### src/inc/unpacker_pkg.sv
// Shared constants, layouts and decode functions for the sample unpacker.
// Assumes a single 100 MHz clock domain and an APB register port.
package unpacker_pkg;

  // Widths and depths
  localparam int WORD_W = 16;
  localparam int BYTE_W = 8;
  localparam int FIFO_DEPTH = 8;
  localparam int ADDR_W = 12;
  localparam int DATA_W = 32;
  localparam int CLK_PERIOD_NS = 10;

  // Register offsets (byte addresses)
  localparam logic [11:0] CTRL_OFF = 12'h000;
  localparam logic [11:0] STATUS_OFF = 12'h004;
  localparam logic [11:0] COUNT_OFF = 12'h008;

  // Control field positions
  localparam int CTRL_RUN_BIT = 0;
  localparam int CTRL_FIFO_MODE_BIT = 1;
  localparam int CTRL_C0_BYTE_BIT = 4;
  localparam int CTRL_C0_WORD_BIT = 5;
  localparam int CTRL_C1_BYTE_BIT = 6;
  localparam int CTRL_C1_WORD_BIT = 7;
  localparam logic [7:0] CTRL_MASK = 8'hf3;
  localparam logic [7:0] CTRL_RESET = 8'h00;

  // Status field positions
  localparam int STAT_RUNNING_BIT = 0;
  localparam int STAT_CFG_ERR_BIT = 1;
  localparam int STAT_LAYOUT_LSB = 4;
  localparam int STAT_LEVEL_LSB = 8;

  // Reset values
  localparam logic [31:0] COUNT_RESET = 32'h0000_0000;

  // Word-to-sample layouts
  typedef enum logic [2:0] {
    LAY_STD_C0_BYTE,
    LAY_STD_C0_WORD,
    LAY_STD_BOTH_BYTE,
    LAY_STD_BOTH_WORD,
    LAY_FIFO_C0_BYTE,
    LAY_FIFO_C0_WORD,
    LAY_FIFO_BOTH_BYTE,
    LAY_FIFO_BOTH_WORD
  } layout_t;

  typedef enum logic {ST_IDLE, ST_RUN} run_state_t;

  // Only the four documented channel and width combinations are legal
  function automatic logic cfg_ok(input logic c0b, input logic c0w,
                                  input logic c1b, input logic c1w);
    cfg_ok = (c0b ^ c0w) && !(c1b && c1w) && !(c1b && c0w) && !(c1w && c0b);
  endfunction

  function automatic layout_t decode_layout(input logic fifo, input logic c0b,
                                            input logic c1b, input logic c1w);
    logic [2:0] sel;
    sel = {fifo, c1b | c1w, c0b};
    unique case (sel)
      3'h1: decode_layout = LAY_STD_C0_BYTE;
      3'h0: decode_layout = LAY_STD_C0_WORD;
      3'h3: decode_layout = LAY_STD_BOTH_BYTE;
      3'h2: decode_layout = LAY_STD_BOTH_WORD;
      3'h5: decode_layout = LAY_FIFO_C0_BYTE;
      3'h4: decode_layout = LAY_FIFO_C0_WORD;
      3'h7: decode_layout = LAY_FIFO_BOTH_BYTE;
      3'h6: decode_layout = LAY_FIFO_BOTH_WORD;
    endcase
  endfunction

endpackage

### src/hw/output_sample_unpacker.sv
// Unpacks 16-bit memory words into samples for two pattern output channels.
// Assumes words arrive on a valid/ready stream, the sink stalls with
// SAMPLE_READY, and software drives the APB register port.
//
// The implementer's own choices: the APB slave port and the address map.
`timescale 1ns/100ps

// Summary of operation
// RULE_01: Every input word is 16 bits; 8-bit samples are packed two per word, except in FIFO mode with channel 0 alone.
// RULE_02: Mapping chosen from output mode together with channel and width setting.
// RULE_03: Standard, channel 0 byte: bits 7..0 sample N, bits 15..8 sample N+1.
// RULE_04: Standard, 16-bit width: each word is one whole sample, bit 15 MSB.
// RULE_05: Standard, both byte channels: bits 15..8 channel 1, bits 7..0 channel 0.
// RULE_06: FIFO mode, single channel: consecutive words are consecutive channel 0 samples.
// RULE_07: FIFO mode, both 16-bit: words alternate channel 0 then channel 1.
// RULE_08: FIFO mode, both 8-bit: each word holds one sample pair.
// RULE_09: The filling party packs words in the layout of the chosen mode.
// RULE_10: Configuration is captured only at start and held while running.
module output_sample_unpacker #(
  parameter int WORD_W = unpacker_pkg::WORD_W,
  parameter int DEPTH = unpacker_pkg::FIFO_DEPTH
) (
  // Clock and reset
  input wire logic CLK,
  input wire logic NRST,
  // APB slave
  input wire logic PSEL,
  input wire logic PENABLE,
  input wire logic PWRITE,
  input wire logic [unpacker_pkg::ADDR_W-1:0] PADDR,
  input wire logic [unpacker_pkg::DATA_W-1:0] PWDATA,
  input wire logic [3:0] PSTRB,
  output logic [unpacker_pkg::DATA_W-1:0] PRDATA,
  output logic PREADY,
  output logic PSLVERR,
  // Word stream from memory or host buffers
  input wire logic [WORD_W-1:0] WORD_DATA,
  input wire logic WORD_VALID,
  output logic WORD_READY,
  // Channel sample outputs
  output logic [WORD_W-1:0] CH0_DATA,
  output logic CH0_VALID,
  output logic [WORD_W-1:0] CH1_DATA,
  output logic CH1_VALID,
  input wire logic SAMPLE_READY
);

  localparam int LW = $clog2(DEPTH+1);
  localparam int BW = unpacker_pkg::BYTE_W;
  localparam int DW = unpacker_pkg::DATA_W;

  // Register state
  logic [7:0] ctrl;
  logic cfg_err;
  logic [DW-1:0] sample_count;
  logic [DW-1:0] rdata;
  unpacker_pkg::run_state_t state;
  unpacker_pkg::layout_t layout;

  // Datapath state
  logic phase;
  logic [WORD_W-1:0] held;
  logic out_valid;
  logic out_ch1;
  logic [WORD_W-1:0] out0;
  logic [WORD_W-1:0] out1;

  // FIFO draining side
  logic [WORD_W-1:0] fifo_data;
  logic fifo_valid;
  logic fifo_ready;
  logic [LW-1:0] fifo_level;

  // Input buffer; its ready stalls the word source
  word_fifo #(
    .WIDTH(WORD_W),
    .DEPTH(DEPTH)
  ) u_fifo (
    .clk(CLK),
    .nrst(NRST),
    .wr_data(WORD_DATA),
    .wr_valid(WORD_VALID),
    .wr_ready(WORD_READY),
    .rd_data(fifo_data),
    .rd_valid(fifo_valid),
    .rd_ready(fifo_ready),
    .level(fifo_level)
  );

  // APB decode
  wire setup = PSEL && !PENABLE;
  wire access = PSEL && PENABLE;
  wire hit_ctrl = PADDR == unpacker_pkg::CTRL_OFF;
  wire hit_status = PADDR == unpacker_pkg::STATUS_OFF;
  wire hit_count = PADDR == unpacker_pkg::COUNT_OFF;
  wire mapped = hit_ctrl || hit_status || hit_count;
  wire bad_write = PWRITE && !hit_ctrl;
  wire ctrl_wr = access && PWRITE && hit_ctrl && PSTRB[0];

  assign PREADY = 1'b1;
  assign PSLVERR = access && (!mapped || bad_write);
  assign PRDATA = rdata;

  // Control fields of the incoming write
  wire [7:0] wr_ctrl = PWDATA[7:0] & unpacker_pkg::CTRL_MASK;
  wire wr_run = wr_ctrl[unpacker_pkg::CTRL_RUN_BIT];
  wire wr_fifo = wr_ctrl[unpacker_pkg::CTRL_FIFO_MODE_BIT];
  wire chan0_byte_width = wr_ctrl[unpacker_pkg::CTRL_C0_BYTE_BIT];
  wire chan0_word_width = wr_ctrl[unpacker_pkg::CTRL_C0_WORD_BIT];
  wire chan1_byte_width = wr_ctrl[unpacker_pkg::CTRL_C1_BYTE_BIT];
  wire chan1_word_width = wr_ctrl[unpacker_pkg::CTRL_C1_WORD_BIT];

  // Mode and width decide the layout together [RULE_02]
  wire wr_cfg_ok = unpacker_pkg::cfg_ok(chan0_byte_width, chan0_word_width,
                                       chan1_byte_width, chan1_word_width);
  wire unpacker_pkg::layout_t wr_layout =
    unpacker_pkg::decode_layout(wr_fifo, chan0_byte_width,
                                chan1_byte_width, chan1_word_width);

  // Start and stop commands
  wire running = state == unpacker_pkg::ST_RUN;
  wire start_req = ctrl_wr && wr_run && !running;
  wire start = start_req && wr_cfg_ok;
  wire refuse = start_req && !wr_cfg_ok;
  wire stop = ctrl_wr && !wr_run && running;

  // Layout classes of the captured configuration
  wire split = layout == unpacker_pkg::LAY_STD_C0_BYTE;
  wire pair = layout == unpacker_pkg::LAY_STD_BOTH_WORD ||
              layout == unpacker_pkg::LAY_FIFO_BOTH_WORD;
  wire byte_pair = layout == unpacker_pkg::LAY_STD_BOTH_BYTE ||
                   layout == unpacker_pkg::LAY_FIFO_BOTH_BYTE;
  wire two_chan = pair || byte_pair;

  // Word handling: one take per word, two for split bytes
  wire slot_free = !out_valid || SAMPLE_READY;
  // A stop write takes no word, so the buffer keeps it for the next start
  wire take = running && !stop && fifo_valid && slot_free;
  wire pop = take && (!split || phase); // [RULE_03]
  wire emit = take && (!pair || phase); // [RULE_07]
  wire out_done = out_valid && SAMPLE_READY;

  assign fifo_ready = pop;

  // Word byte lanes [RULE_01]
  wire [BW-1:0] lo_byte = fifo_data[BW-1:0];
  wire [BW-1:0] hi_byte = fifo_data[WORD_W-1:BW];

  // Zero extends a byte sample to the output width
  function automatic logic [WORD_W-1:0] widen(input logic [BW-1:0] b);
    widen = WORD_W'(b);
  endfunction

  // Sample selection per layout
  logic [WORD_W-1:0] next_out0;
  logic [WORD_W-1:0] next_out1;

  always_comb begin
    next_out0 = fifo_data;
    next_out1 = '0;
    unique case (layout)
      unpacker_pkg::LAY_STD_C0_BYTE: begin
        // Low byte is sample N, high byte sample N+1 [RULE_03]
        next_out0 = widen(phase ? hi_byte : lo_byte);
      end
      unpacker_pkg::LAY_STD_C0_WORD,
      unpacker_pkg::LAY_FIFO_C0_WORD: begin
        // Whole word is one sample, bit 15 MSB [RULE_04] [RULE_06]
        next_out0 = fifo_data;
      end
      unpacker_pkg::LAY_FIFO_C0_BYTE: begin
        // One sample per buffer word, in order [RULE_06]
        next_out0 = widen(lo_byte);
      end
      unpacker_pkg::LAY_STD_BOTH_BYTE,
      unpacker_pkg::LAY_FIFO_BOTH_BYTE: begin
        // High byte channel 1, low byte channel 0 [RULE_05] [RULE_08]
        next_out0 = widen(lo_byte);
        next_out1 = widen(hi_byte);
      end
      unpacker_pkg::LAY_STD_BOTH_WORD,
      unpacker_pkg::LAY_FIFO_BOTH_WORD: begin
        // Held word is channel 0, current word channel 1 [RULE_07]
        next_out0 = held;
        next_out1 = fifo_data;
      end
    endcase
  end

  // Moves a status field to its bit position
  function automatic logic [DW-1:0] place(input logic [DW-1:0] v, input int pos);
    place = v << pos;
  endfunction

  // Read data for the access phase, captured during setup
  wire [DW-1:0] status_word =
    place(DW'(fifo_level), unpacker_pkg::STAT_LEVEL_LSB) |
    place(DW'(layout), unpacker_pkg::STAT_LAYOUT_LSB) |
    place(DW'(cfg_err), unpacker_pkg::STAT_CFG_ERR_BIT) |
    place(DW'(running), unpacker_pkg::STAT_RUNNING_BIT);

  wire [DW-1:0] next_rdata = hit_ctrl ? DW'(ctrl) :
                             hit_status ? status_word :
                             hit_count ? sample_count : '0;

  always_ff @(posedge CLK or negedge NRST) begin
    if (!NRST) begin
      rdata <= '0;
    end else if (setup && !PWRITE) begin
      rdata <= next_rdata;
    end
  end

  // Control register; stored always, used only at start [RULE_10]
  always_ff @(posedge CLK or negedge NRST) begin
    if (!NRST) begin
      ctrl <= unpacker_pkg::CTRL_RESET;
    end else if (ctrl_wr) begin
      ctrl <= wr_ctrl;
    end
  end

  // Next run state from the start and stop commands
  unpacker_pkg::run_state_t next_state;

  always_comb begin
    next_state = state;
    unique case (state)
      unpacker_pkg::ST_IDLE: if (start) next_state = unpacker_pkg::ST_RUN;
      unpacker_pkg::ST_RUN: if (stop) next_state = unpacker_pkg::ST_IDLE;
    endcase
  end

  // Run state register
  always_ff @(posedge CLK or negedge NRST) begin
    if (!NRST) begin
      state <= unpacker_pkg::ST_IDLE;
    end else begin
      state <= next_state;
    end
  end

  // Layout captured once per start and frozen while running [RULE_10]
  always_ff @(posedge CLK or negedge NRST) begin
    if (!NRST) begin
      layout <= unpacker_pkg::LAY_STD_C0_WORD;
    end else if (start) begin
      layout <= wr_layout;
    end
  end

  // Refused start flag, cleared by the next good start
  always_ff @(posedge CLK or negedge NRST) begin
    if (!NRST) begin
      cfg_err <= 1'b0;
    end else if (refuse) begin
      cfg_err <= 1'b1;
    end else if (start) begin
      cfg_err <= 1'b0;
    end
  end

  // Byte and channel phase within a word or word pair
  wire flip = take && (split || pair);

  always_ff @(posedge CLK or negedge NRST) begin
    if (!NRST) begin
      phase <= 1'b0;
    end else if (!running) begin
      phase <= 1'b0;
    end else if (flip) begin
      phase <= !phase; // [RULE_03] [RULE_07]
    end
  end

  // Channel 0 word waiting for its channel 1 partner
  wire first_half = take && pair && !phase;

  always_ff @(posedge CLK or negedge NRST) begin
    if (!NRST) begin
      held <= '0;
    end else if (first_half) begin
      held <= fifo_data; // [RULE_07]
    end
  end

  // Output stage flags; a stop drops a pending beat at once
  wire flush = !running || stop;
  wire next_out_valid = emit || (out_valid && !out_done);
  wire next_out_ch1 = emit ? two_chan : out_ch1 && !out_done;

  always_ff @(posedge CLK or negedge NRST) begin
    if (!NRST) begin
      out_valid <= 1'b0;
    end else if (flush) begin
      out_valid <= 1'b0;
    end else begin
      out_valid <= next_out_valid;
    end
  end

  always_ff @(posedge CLK or negedge NRST) begin
    if (!NRST) begin
      out_ch1 <= 1'b0;
    end else if (flush) begin
      out_ch1 <= 1'b0;
    end else begin
      out_ch1 <= next_out_ch1;
    end
  end

  // Channel 0 output register
  always_ff @(posedge CLK or negedge NRST) begin
    if (!NRST) begin
      out0 <= '0;
    end else if (emit) begin
      out0 <= next_out0;
    end
  end

  // Channel 1 output register
  always_ff @(posedge CLK or negedge NRST) begin
    if (!NRST) begin
      out1 <= '0;
    end else if (emit) begin
      out1 <= next_out1;
    end
  end

  // Count of delivered sample beats, cleared at start
  wire [DW-1:0] next_count = sample_count + 1'b1;

  always_ff @(posedge CLK or negedge NRST) begin
    if (!NRST) begin
      sample_count <= unpacker_pkg::COUNT_RESET;
    end else if (start) begin
      sample_count <= unpacker_pkg::COUNT_RESET;
    end else if (out_done) begin
      sample_count <= next_count;
    end
  end

  assign CH0_DATA = out0;
  assign CH1_DATA = out1;
  assign CH0_VALID = out_valid;
  assign CH1_VALID = out_ch1;

endmodule

### src/hw/word_fifo.sv
// Synchronous FIFO with valid/ready on both sides and a fill level.
// Assumes one clock; reset is asynchronous, active low.
`timescale 1ns/100ps
module word_fifo #(
  parameter int WIDTH = 16,
  parameter int DEPTH = 8
) (
  // Clock and reset
  input wire logic clk,
  input wire logic nrst,
  // Filling side
  input wire logic [WIDTH-1:0] wr_data,
  input wire logic wr_valid,
  output logic wr_ready,
  // Draining side
  output logic [WIDTH-1:0] rd_data,
  output logic rd_valid,
  input wire logic rd_ready,
  // Fill level
  output logic [$clog2(DEPTH+1)-1:0] level
);

  localparam int PW = $clog2(DEPTH);
  localparam int LW = $clog2(DEPTH+1);

  logic [WIDTH-1:0] mem [DEPTH];
  logic [PW-1:0] wr_ptr;
  logic [PW-1:0] rd_ptr;
  logic [LW-1:0] count;

  wire do_wr = wr_valid && wr_ready;
  wire do_rd = rd_valid && rd_ready;

  assign wr_ready = count != LW'(DEPTH);
  assign rd_valid = count != '0;
  assign rd_data = mem[rd_ptr];
  assign level = count;

  function automatic logic [PW-1:0] bump(input logic [PW-1:0] p);
    bump = (p == PW'(DEPTH - 1)) ? '0 : p + 1'b1;
  endfunction

  always_ff @(posedge clk) begin
    if (do_wr) begin
      mem[wr_ptr] <= wr_data;
    end
  end

  always_ff @(posedge clk or negedge nrst) begin
    if (!nrst) begin
      wr_ptr <= '0;
      rd_ptr <= '0;
      count <= '0;
    end else begin
      if (do_wr) wr_ptr <= bump(wr_ptr);
      if (do_rd) rd_ptr <= bump(rd_ptr);
      if (do_wr && !do_rd) count <= count + 1'b1;
      else if (do_rd && !do_wr) count <= count - 1'b1;
    end
  end

endmodule

### config.mk
export PLATFORM = sky130hd
export DESIGN_NAME = output_sample_unpacker
export DESIGN_NICKNAME = d
export VERILOG_FILES = /design/src/inc/unpacker_pkg.sv /design/src/hw/output_sample_unpacker.sv /design/src/hw/word_fifo.sv
export SDC_FILE = /design/constraint.sdc
export NUM_CORES = 1
export LEC_CHECK = 0
export BUFFER_PORTS_ARGS = -buffer_cell sky130_fd_sc_hd__buf_2
export CAP_MARGIN = 20
export CORE_ASPECT_RATIO = 1.1
export CORE_MARGIN = 1
export CORE_UTILIZATION = 45
export DETAILED_ROUTE_END_ITERATION = 10
export PLACE_DENSITY = 0.62
export SYNTH_ARGS = -nofsm -noshare
export SYNTH_HDL_FRONTEND = slang
export SYNTH_SLANG_ARGS = --single-unit
### constraint.sdc
create_clock -name CLK -period 3.4 [get_ports CLK]
set_input_delay 0.85 -clock CLK [delete_from_list [all_inputs] [get_ports CLK]]
set_output_delay 0.85 -clock CLK [all_outputs]
set_load 0.005 [all_outputs]
Word-level counts from Yosys, hierarchy flattened
Memories as Yosys holds them, arrays and structs flattened. A register that Yosys moved wholly into a read port is not among the register bits.
Cells that the tools add are included.
Cells by class
  eq/ne operators: 13
  add/sub/neg operators: 5
  muxes and demuxes: 24
  reduce and logical (&&, ||, !) cells: 76
  bitwise operators: 6
Operator list (count)
  $mux W32: 5
  $pmux W16 S4: 1
  $logic_and A1 B1 Y1: 35
  $add A32 B1 Y32 const B: 1
  $pmux W16 S2: 1
  $logic_not A1 Y1: 19
  $eq A3 B3 Y1 const B: 6
  $eq A12 B3 Y1 const B: 1
  $eq A12 B4 Y1 const B: 1
  $logic_not A12 Y1: 1
  $logic_or A1 B1 Y1: 12
  $or A12 B1 Y12: 1
  $or A12 B2 Y12: 1
  $or A12 B7 Y12: 1
  $mux W1: 11
  $mux W4: 2
  $mux W8: 1
  $add A3 B1 Y3 const B: 2
  $eq A3 B2 Y1 const B: 2
  $mux W3: 2
  $reduce_bool A2 Y1: 3
  $reduce_or A2 Y1: 3
  $add A4 B1 Y4 const B: 1
  $ne A4 B4 Y1 const B: 1
  other kinds (10): 10
Word-level totals
  memory bits (writable): 128
  memories: 2
  input bits: 71
  output and inout port bits: 69
  bits in read-only memories: 24
  word-level logic and storage cells: 140
  bits in registers: 133
Memories
  u_fifo.mem: depth 8, bits a word 16, read ports 1, clocked after Yosys merged registers in 0, write ports 1, RTL line word_fifo.sv:26  | logic [WIDTH-1:0] mem [DEPTH];
  (no name shown): depth 8, bits a word 3, read ports 1, clocked after Yosys merged registers in 1, write ports 0, RTL line unpacker_pkg.sv:61  | unique case (sel)

Depth between registers and ports, before layout
  word-level depth: 15
  mapped depth: 13
  gate-level depth less buffers: 13

Hierarchy
A second synthesis with hierarchy kept.
Second synthesis, totals
  cell total of the unflattened synthesis: 794
  area, all modules: 11659.9 µm²
By module, submodules not included
  output_sample_unpacker: cells an instance 544, times used 1, seq. area each 3154.3 µm², area an instance 6059.6 µm²
  word_fifo: cells an instance 250, times used 1, seq. area each 4093.9 µm², area an instance 5600.4 µm²

Least setup slack after synthesis
OpenSTA, ideal clock, no wires.
  path kind: input to register
  start point: input PADDR[1] in the netlist's numbering
  end point: register u_fifo.count[3] (netlist: u_fifo.level[3])
  setup time: 0.125 ns
  cell stages on the path: 13
  arrival: 2.906 ns
  path buffers: 0
  data required time: 3.275 ns
  setup slack: 0.368 ns
  cell sequence: nor4_2 > nand4_1 > o21ai_1 > nor3_2 > inv_1 > ha_1 > inv_1 > ha_1 > a21o_1 > a21oi_1 > xnor2_1 > nor2_1 > xor2_1
On the way
  cells in the longest elaborated chain, start to end: 14
  elaborated cells between the ends (all ways): 16
  those cells by class: mux: 1; reduce/logical: 15
Ends and longest elaborated chain
  start: declaration: RTL line output_sample_unpacker.sv:30  | input wire logic [unpacker_pkg::ADDR_W-1:0] PADDR,
  $logic_not A12 Y1 *: RTL line output_sample_unpacker.sv:93  | wire hit_ctrl = PADDR == unpacker_pkg::CTRL_OFF;
  $logic_and A1 B1 Y1 * (2 in series): RTL line output_sample_unpacker.sv:98  | wire ctrl_wr = access && PWRITE && hit_ctrl && PSTRB[0];
  $logic_and A1 B1 Y1 * (2 in series): RTL line output_sample_unpacker.sv:125  | wire stop = ctrl_wr && !wr_run && running;
  $logic_not A1 Y1 *: RTL line output_sample_unpacker.sv:138  | wire take = running && !stop && fifo_valid && slot_free;
  $logic_and A1 B1 Y1 * (3 in series): RTL line output_sample_unpacker.sv:138
  $logic_and A1 B1 Y1 *: RTL line output_sample_unpacker.sv:139  | wire pop = take && (!split || phase);
  $logic_and A1 B1 Y1 *: RTL line word_fifo.sv:32  | wire do_rd = rd_valid && rd_ready;
  $logic_not A1 Y1: RTL line word_fifo.sv:57  | if (do_wr && !do_rd) count <= count + 1'b1;
  $logic_and A1 B1 Y1: RTL line word_fifo.sv:57
  $mux W4 or $reduce_bool A2 Y1 (tied branches)
  end signal: assignment: RTL line word_fifo.sv:57
  end signal: assignment: RTL line word_fifo.sv:58  | else if (do_rd && !do_wr) count <= count - 1'b1;
  end: declaration: RTL line word_fifo.sv:29  | logic [LW-1:0] count;
Every way passes the cells marked *; elsewhere a longest branch is shown, timed or not.
A chain may end at the register's enable or synchronous reset.

Worst setup path after layout
  start point: input PADDR[3] in the netlist's numbering
  end point: register u_fifo.count[3] (netlist: u_fifo.level[3])
Same word-level chain as after synthesis.

==> impl_metrics.toml <==
[global_routing]
grt_pass1_vias = 7101
track_usage_pct = 19.4
overflow = 0
grt_pass1_wl_mm = 39.1
grt_max_degree = 70
antenna_found_initial = 2

[sta]
hold-worst-slack_ns = 0.318
finalSetupViolCount = 0
skew_ns = 0.0155
setup_tns_ns = 0
tightest_slew_ns = 1.04
rsz0062_at_grt = "false"
min_period_ns = 2.80
max_freq_mhz = 357
hold_viol_final = 0
finalMaxSlewViolations = 0
period_share_pct = 82.3
max_slew_margin_pct = 30.9

[die]
initial_utilization_pct = 45.9
dieHeight_microns = 168
die_w_microns = 153
rows = 60
coreArea_sq_um = 24500
io_pins = 140
die_area_sq_um = 25700

[clock_tree]
cts.reportedPaths.clkPinSlew_ns = 0.06
htreeDepth = 1
numClockSinks = 264
clock_path_buffers = 3
post_cts_buffers = 0
cts_root_buffer = "clkbuf_16"
cts_made_buffers = 27
insertion_delay_ns = 0.55
cts_tree = "done"
hold_buffers = 0
cts_resized = 0

[layout]
layout-drive-gt1-share_pct = 25.5
stdcell_area_sq_um = 13100
layout.cells.non_filler = 1287
nets = 1036
syn2layout_area_growth_pct = 16.5

[run_status]
status = "complete, but fails checks"
failed_checks = "DRC"

[worst_setup_path]
critPathLaunchType = "input port"
cp-end-kind = "flop"
critPathRequiredTime_ns = 3.83
path_cells = "buf_2, nor4bb_1, nand4_1, o21ai_1, nor3_2, inv_1, ha_1, inv_1, ha_1, a21o_1, a21oi_1, xnor2_1, nor2_1, xor2_1"
critPathMaxFanout = 4
cp_slowest_cell = "nor4bb_1"
worstSetupPathType = "in -> reg"
max_stage_delay_ns = 0.39
cp_data_arrival_time_ns = 3.23

[synthesis]
yosysWarnings = 0
ys.flop_type = "dfrtp_1"
post-synth-top-count-cell = "dfrtp_1"
async_reset_ff_share_pct = 51.5
synth_cells = 834
synth.top_cells.by_count = "dfrtp_1 (135), edfxtp_1 (128), nand2_1 (96)"
synth.net_count = 914
synth_cell_types = 61
synthesis.area_sq_um = 11300
synth_edf_count = 128
synth_top_area_share_pct = 34.1
yosys-top-cells-area = "edfxtp_1 (34%), dfrtp_1 (30%), mux4_2 (6.4%), nand2_1 (3.2%), nor2_1 (2.2%)"
synth_seq_cells = 264
yosysSeqAreaShare_pct = 64.4
syn_avg_cell_area_sq_um = 13.5
synth_top_area_cell = "edfxtp_1"

[power_and_ir_drop]
clkPwrFrac_pct = 39.9
combPwrFrac_pct = 9.5
seqPwrFrac_pct = 50.6
p_int_uw = 5630
power.leakage_uw = 0.00534
ir_drop_mv = 0.491
swShare_pct = 24.2
powerDensity_nw_per_um2 = 566
power.switching_uw = 1800

[detailed_routing]
vias_per_cell = 5.40
drt_iter0_drc = 444
drc_errors = 18
drtPass1Iterations = 8
antenna_left = 0
vias = 6954
wl_per_cell_microns = 18.7
drt-total-wl_mm = 24.1

[place]
dp_cells = 1237
gp_congestion = 0.775
io_buffers = 109
dpl-instance-area_sq_um = 12200
dpl.hpwl_mm = 15.8

[run]
maxCapViolCount = 0

[worst_hold_path]
hp-class = "in -> async"
==> power by group through the flow <==
stage / registers (uW) / logic [uW] / clock network [uW]
after floorplan: 3780 / 424 / 0
after global placement: 3810 / 709 / 0
after detailed placement: 3820 / 719 / 0
after CTS: 3760 / 721 / 3030
after global routing: 3790 / 787 / 3160
final: 3760 / 704 / 2960
==> path summary, 6_finish.rpt <==
check / from / to / slack (ns) / cells after the start
setup / recovery: PADDR[3] / u_fifo.level[3] / 0.60 / 14
setup reg to reg: u_fifo.level[1] / u_fifo.level[3] / 0.66 / 12
hold reg to reg: ctrl[6] / ctrl[6] / 0.47 / 2
hold / removal: NRST / sample_count[30] / 0.32 / 1
max in group asynchronous: NRST / CH0_DATA[5] / 2.30 / 2
min in group CLK: ctrl[6] / ctrl[6] / 0.47 / 2
==> critical path, delay by kind of cell <==
kind / cells / cell delay, ns
XOR/XNOR: 2 / 0.28
adder cells (fa/ha/maj): 2 / 0.45
AND/OR/NAND/NOR: 4 / 0.79
buffers and inverters: 3 / 0.27
AO/OA/AOI/OAI: 3 / 0.57
==> cell type report <==
type / count / area (sq um)
antenna: 1 / 2.50
clock buffer: 36 / 719
clock inverter: 13 / 161
fill: 2073 / 11400
inverter: 17 / 63.8
multi-input combinational: 507 / 3730
sequential: 264 / 7250
tap: 310 / 388
timing repair buffer: 139 / 802
==> layout by cell type (no fill, tap or decap), types with 4 or more instances in the layout <==
master	count
mux2_2	5
and4_1	7
o31ai_1	17
dfrtp_1	134
mux2i_2	5
clkbuf_1	8
mux4_2	32
buf_4	28
nand3_1	13
nand2_1	96
nand2b_1	4
xor2_1	11
nor4_1	7
and2_1	6
o21ai_1	6
nor3_2	5
a21oi_1	41
xnor2_1	23
edfxtp_1	128
mux2i_1	17
ha_1	8
nor3_1	10
o21ai_0	42
a22o_1	22
nor2b_1	10
buf_2	108
inv_1	15
nor2_1	66
nand4_1	10
nor4_2	12
a22oi_1	4
clkbuf_16	27
==> per-stage QoR <==
step	power, uW	worst slack, ns	utilization (%)
final	7420	0.603	53.4
after CTS	7510	0.573	53.4
after detailed placement	4540	-0.00723	49.8
after floorplan	4210	0.368	-
after global routing	7730	0.390	53.4
after global placement	4520	0.0732	49.8
==> registers in the layout (all words and copies together) (netlist names), 3 cells and up <==
name	count
CH0_DATA	16
CH1_DATA	16
PRDATA	32
ctrl	6
held	16
layout	3
sample_count	32
u_fifo.level	4
u_fifo.mem	128
u_fifo.rd_ptr	3
u_fifo.wr_ptr	3
==> per-layer routing <==
layer	part of all wire, %	wire [microns]	track usage (%)	vias up
li1	-	-	-	3316
met1	43	10400	25.6	3458
met2	49	11900	33.3	139
met3	5.0	1200	3.14	39
met4	2.1	517	5.45	2
met5	0.054	13	0	-
==> cells by family (layout without fill, tap and decap cells) <==
family / Yosys count / after routing / share of synthesized area (%)
xor+xnor: 34 / 34 / 2.64
compound gates: 143 / 143 / 7.99
mux: 62 / 62 / 9.42
flops: 264 / 264 / 64.4
buf+inv: 63 / 205 / 2.88
simple gates: 257 / 257 / 11.5
fa+ha+maj: 10 / 10 / 1.16
other cells: 1 / 2 / 0.0333
No activity file was read; power rests on OpenSTA's default activity.
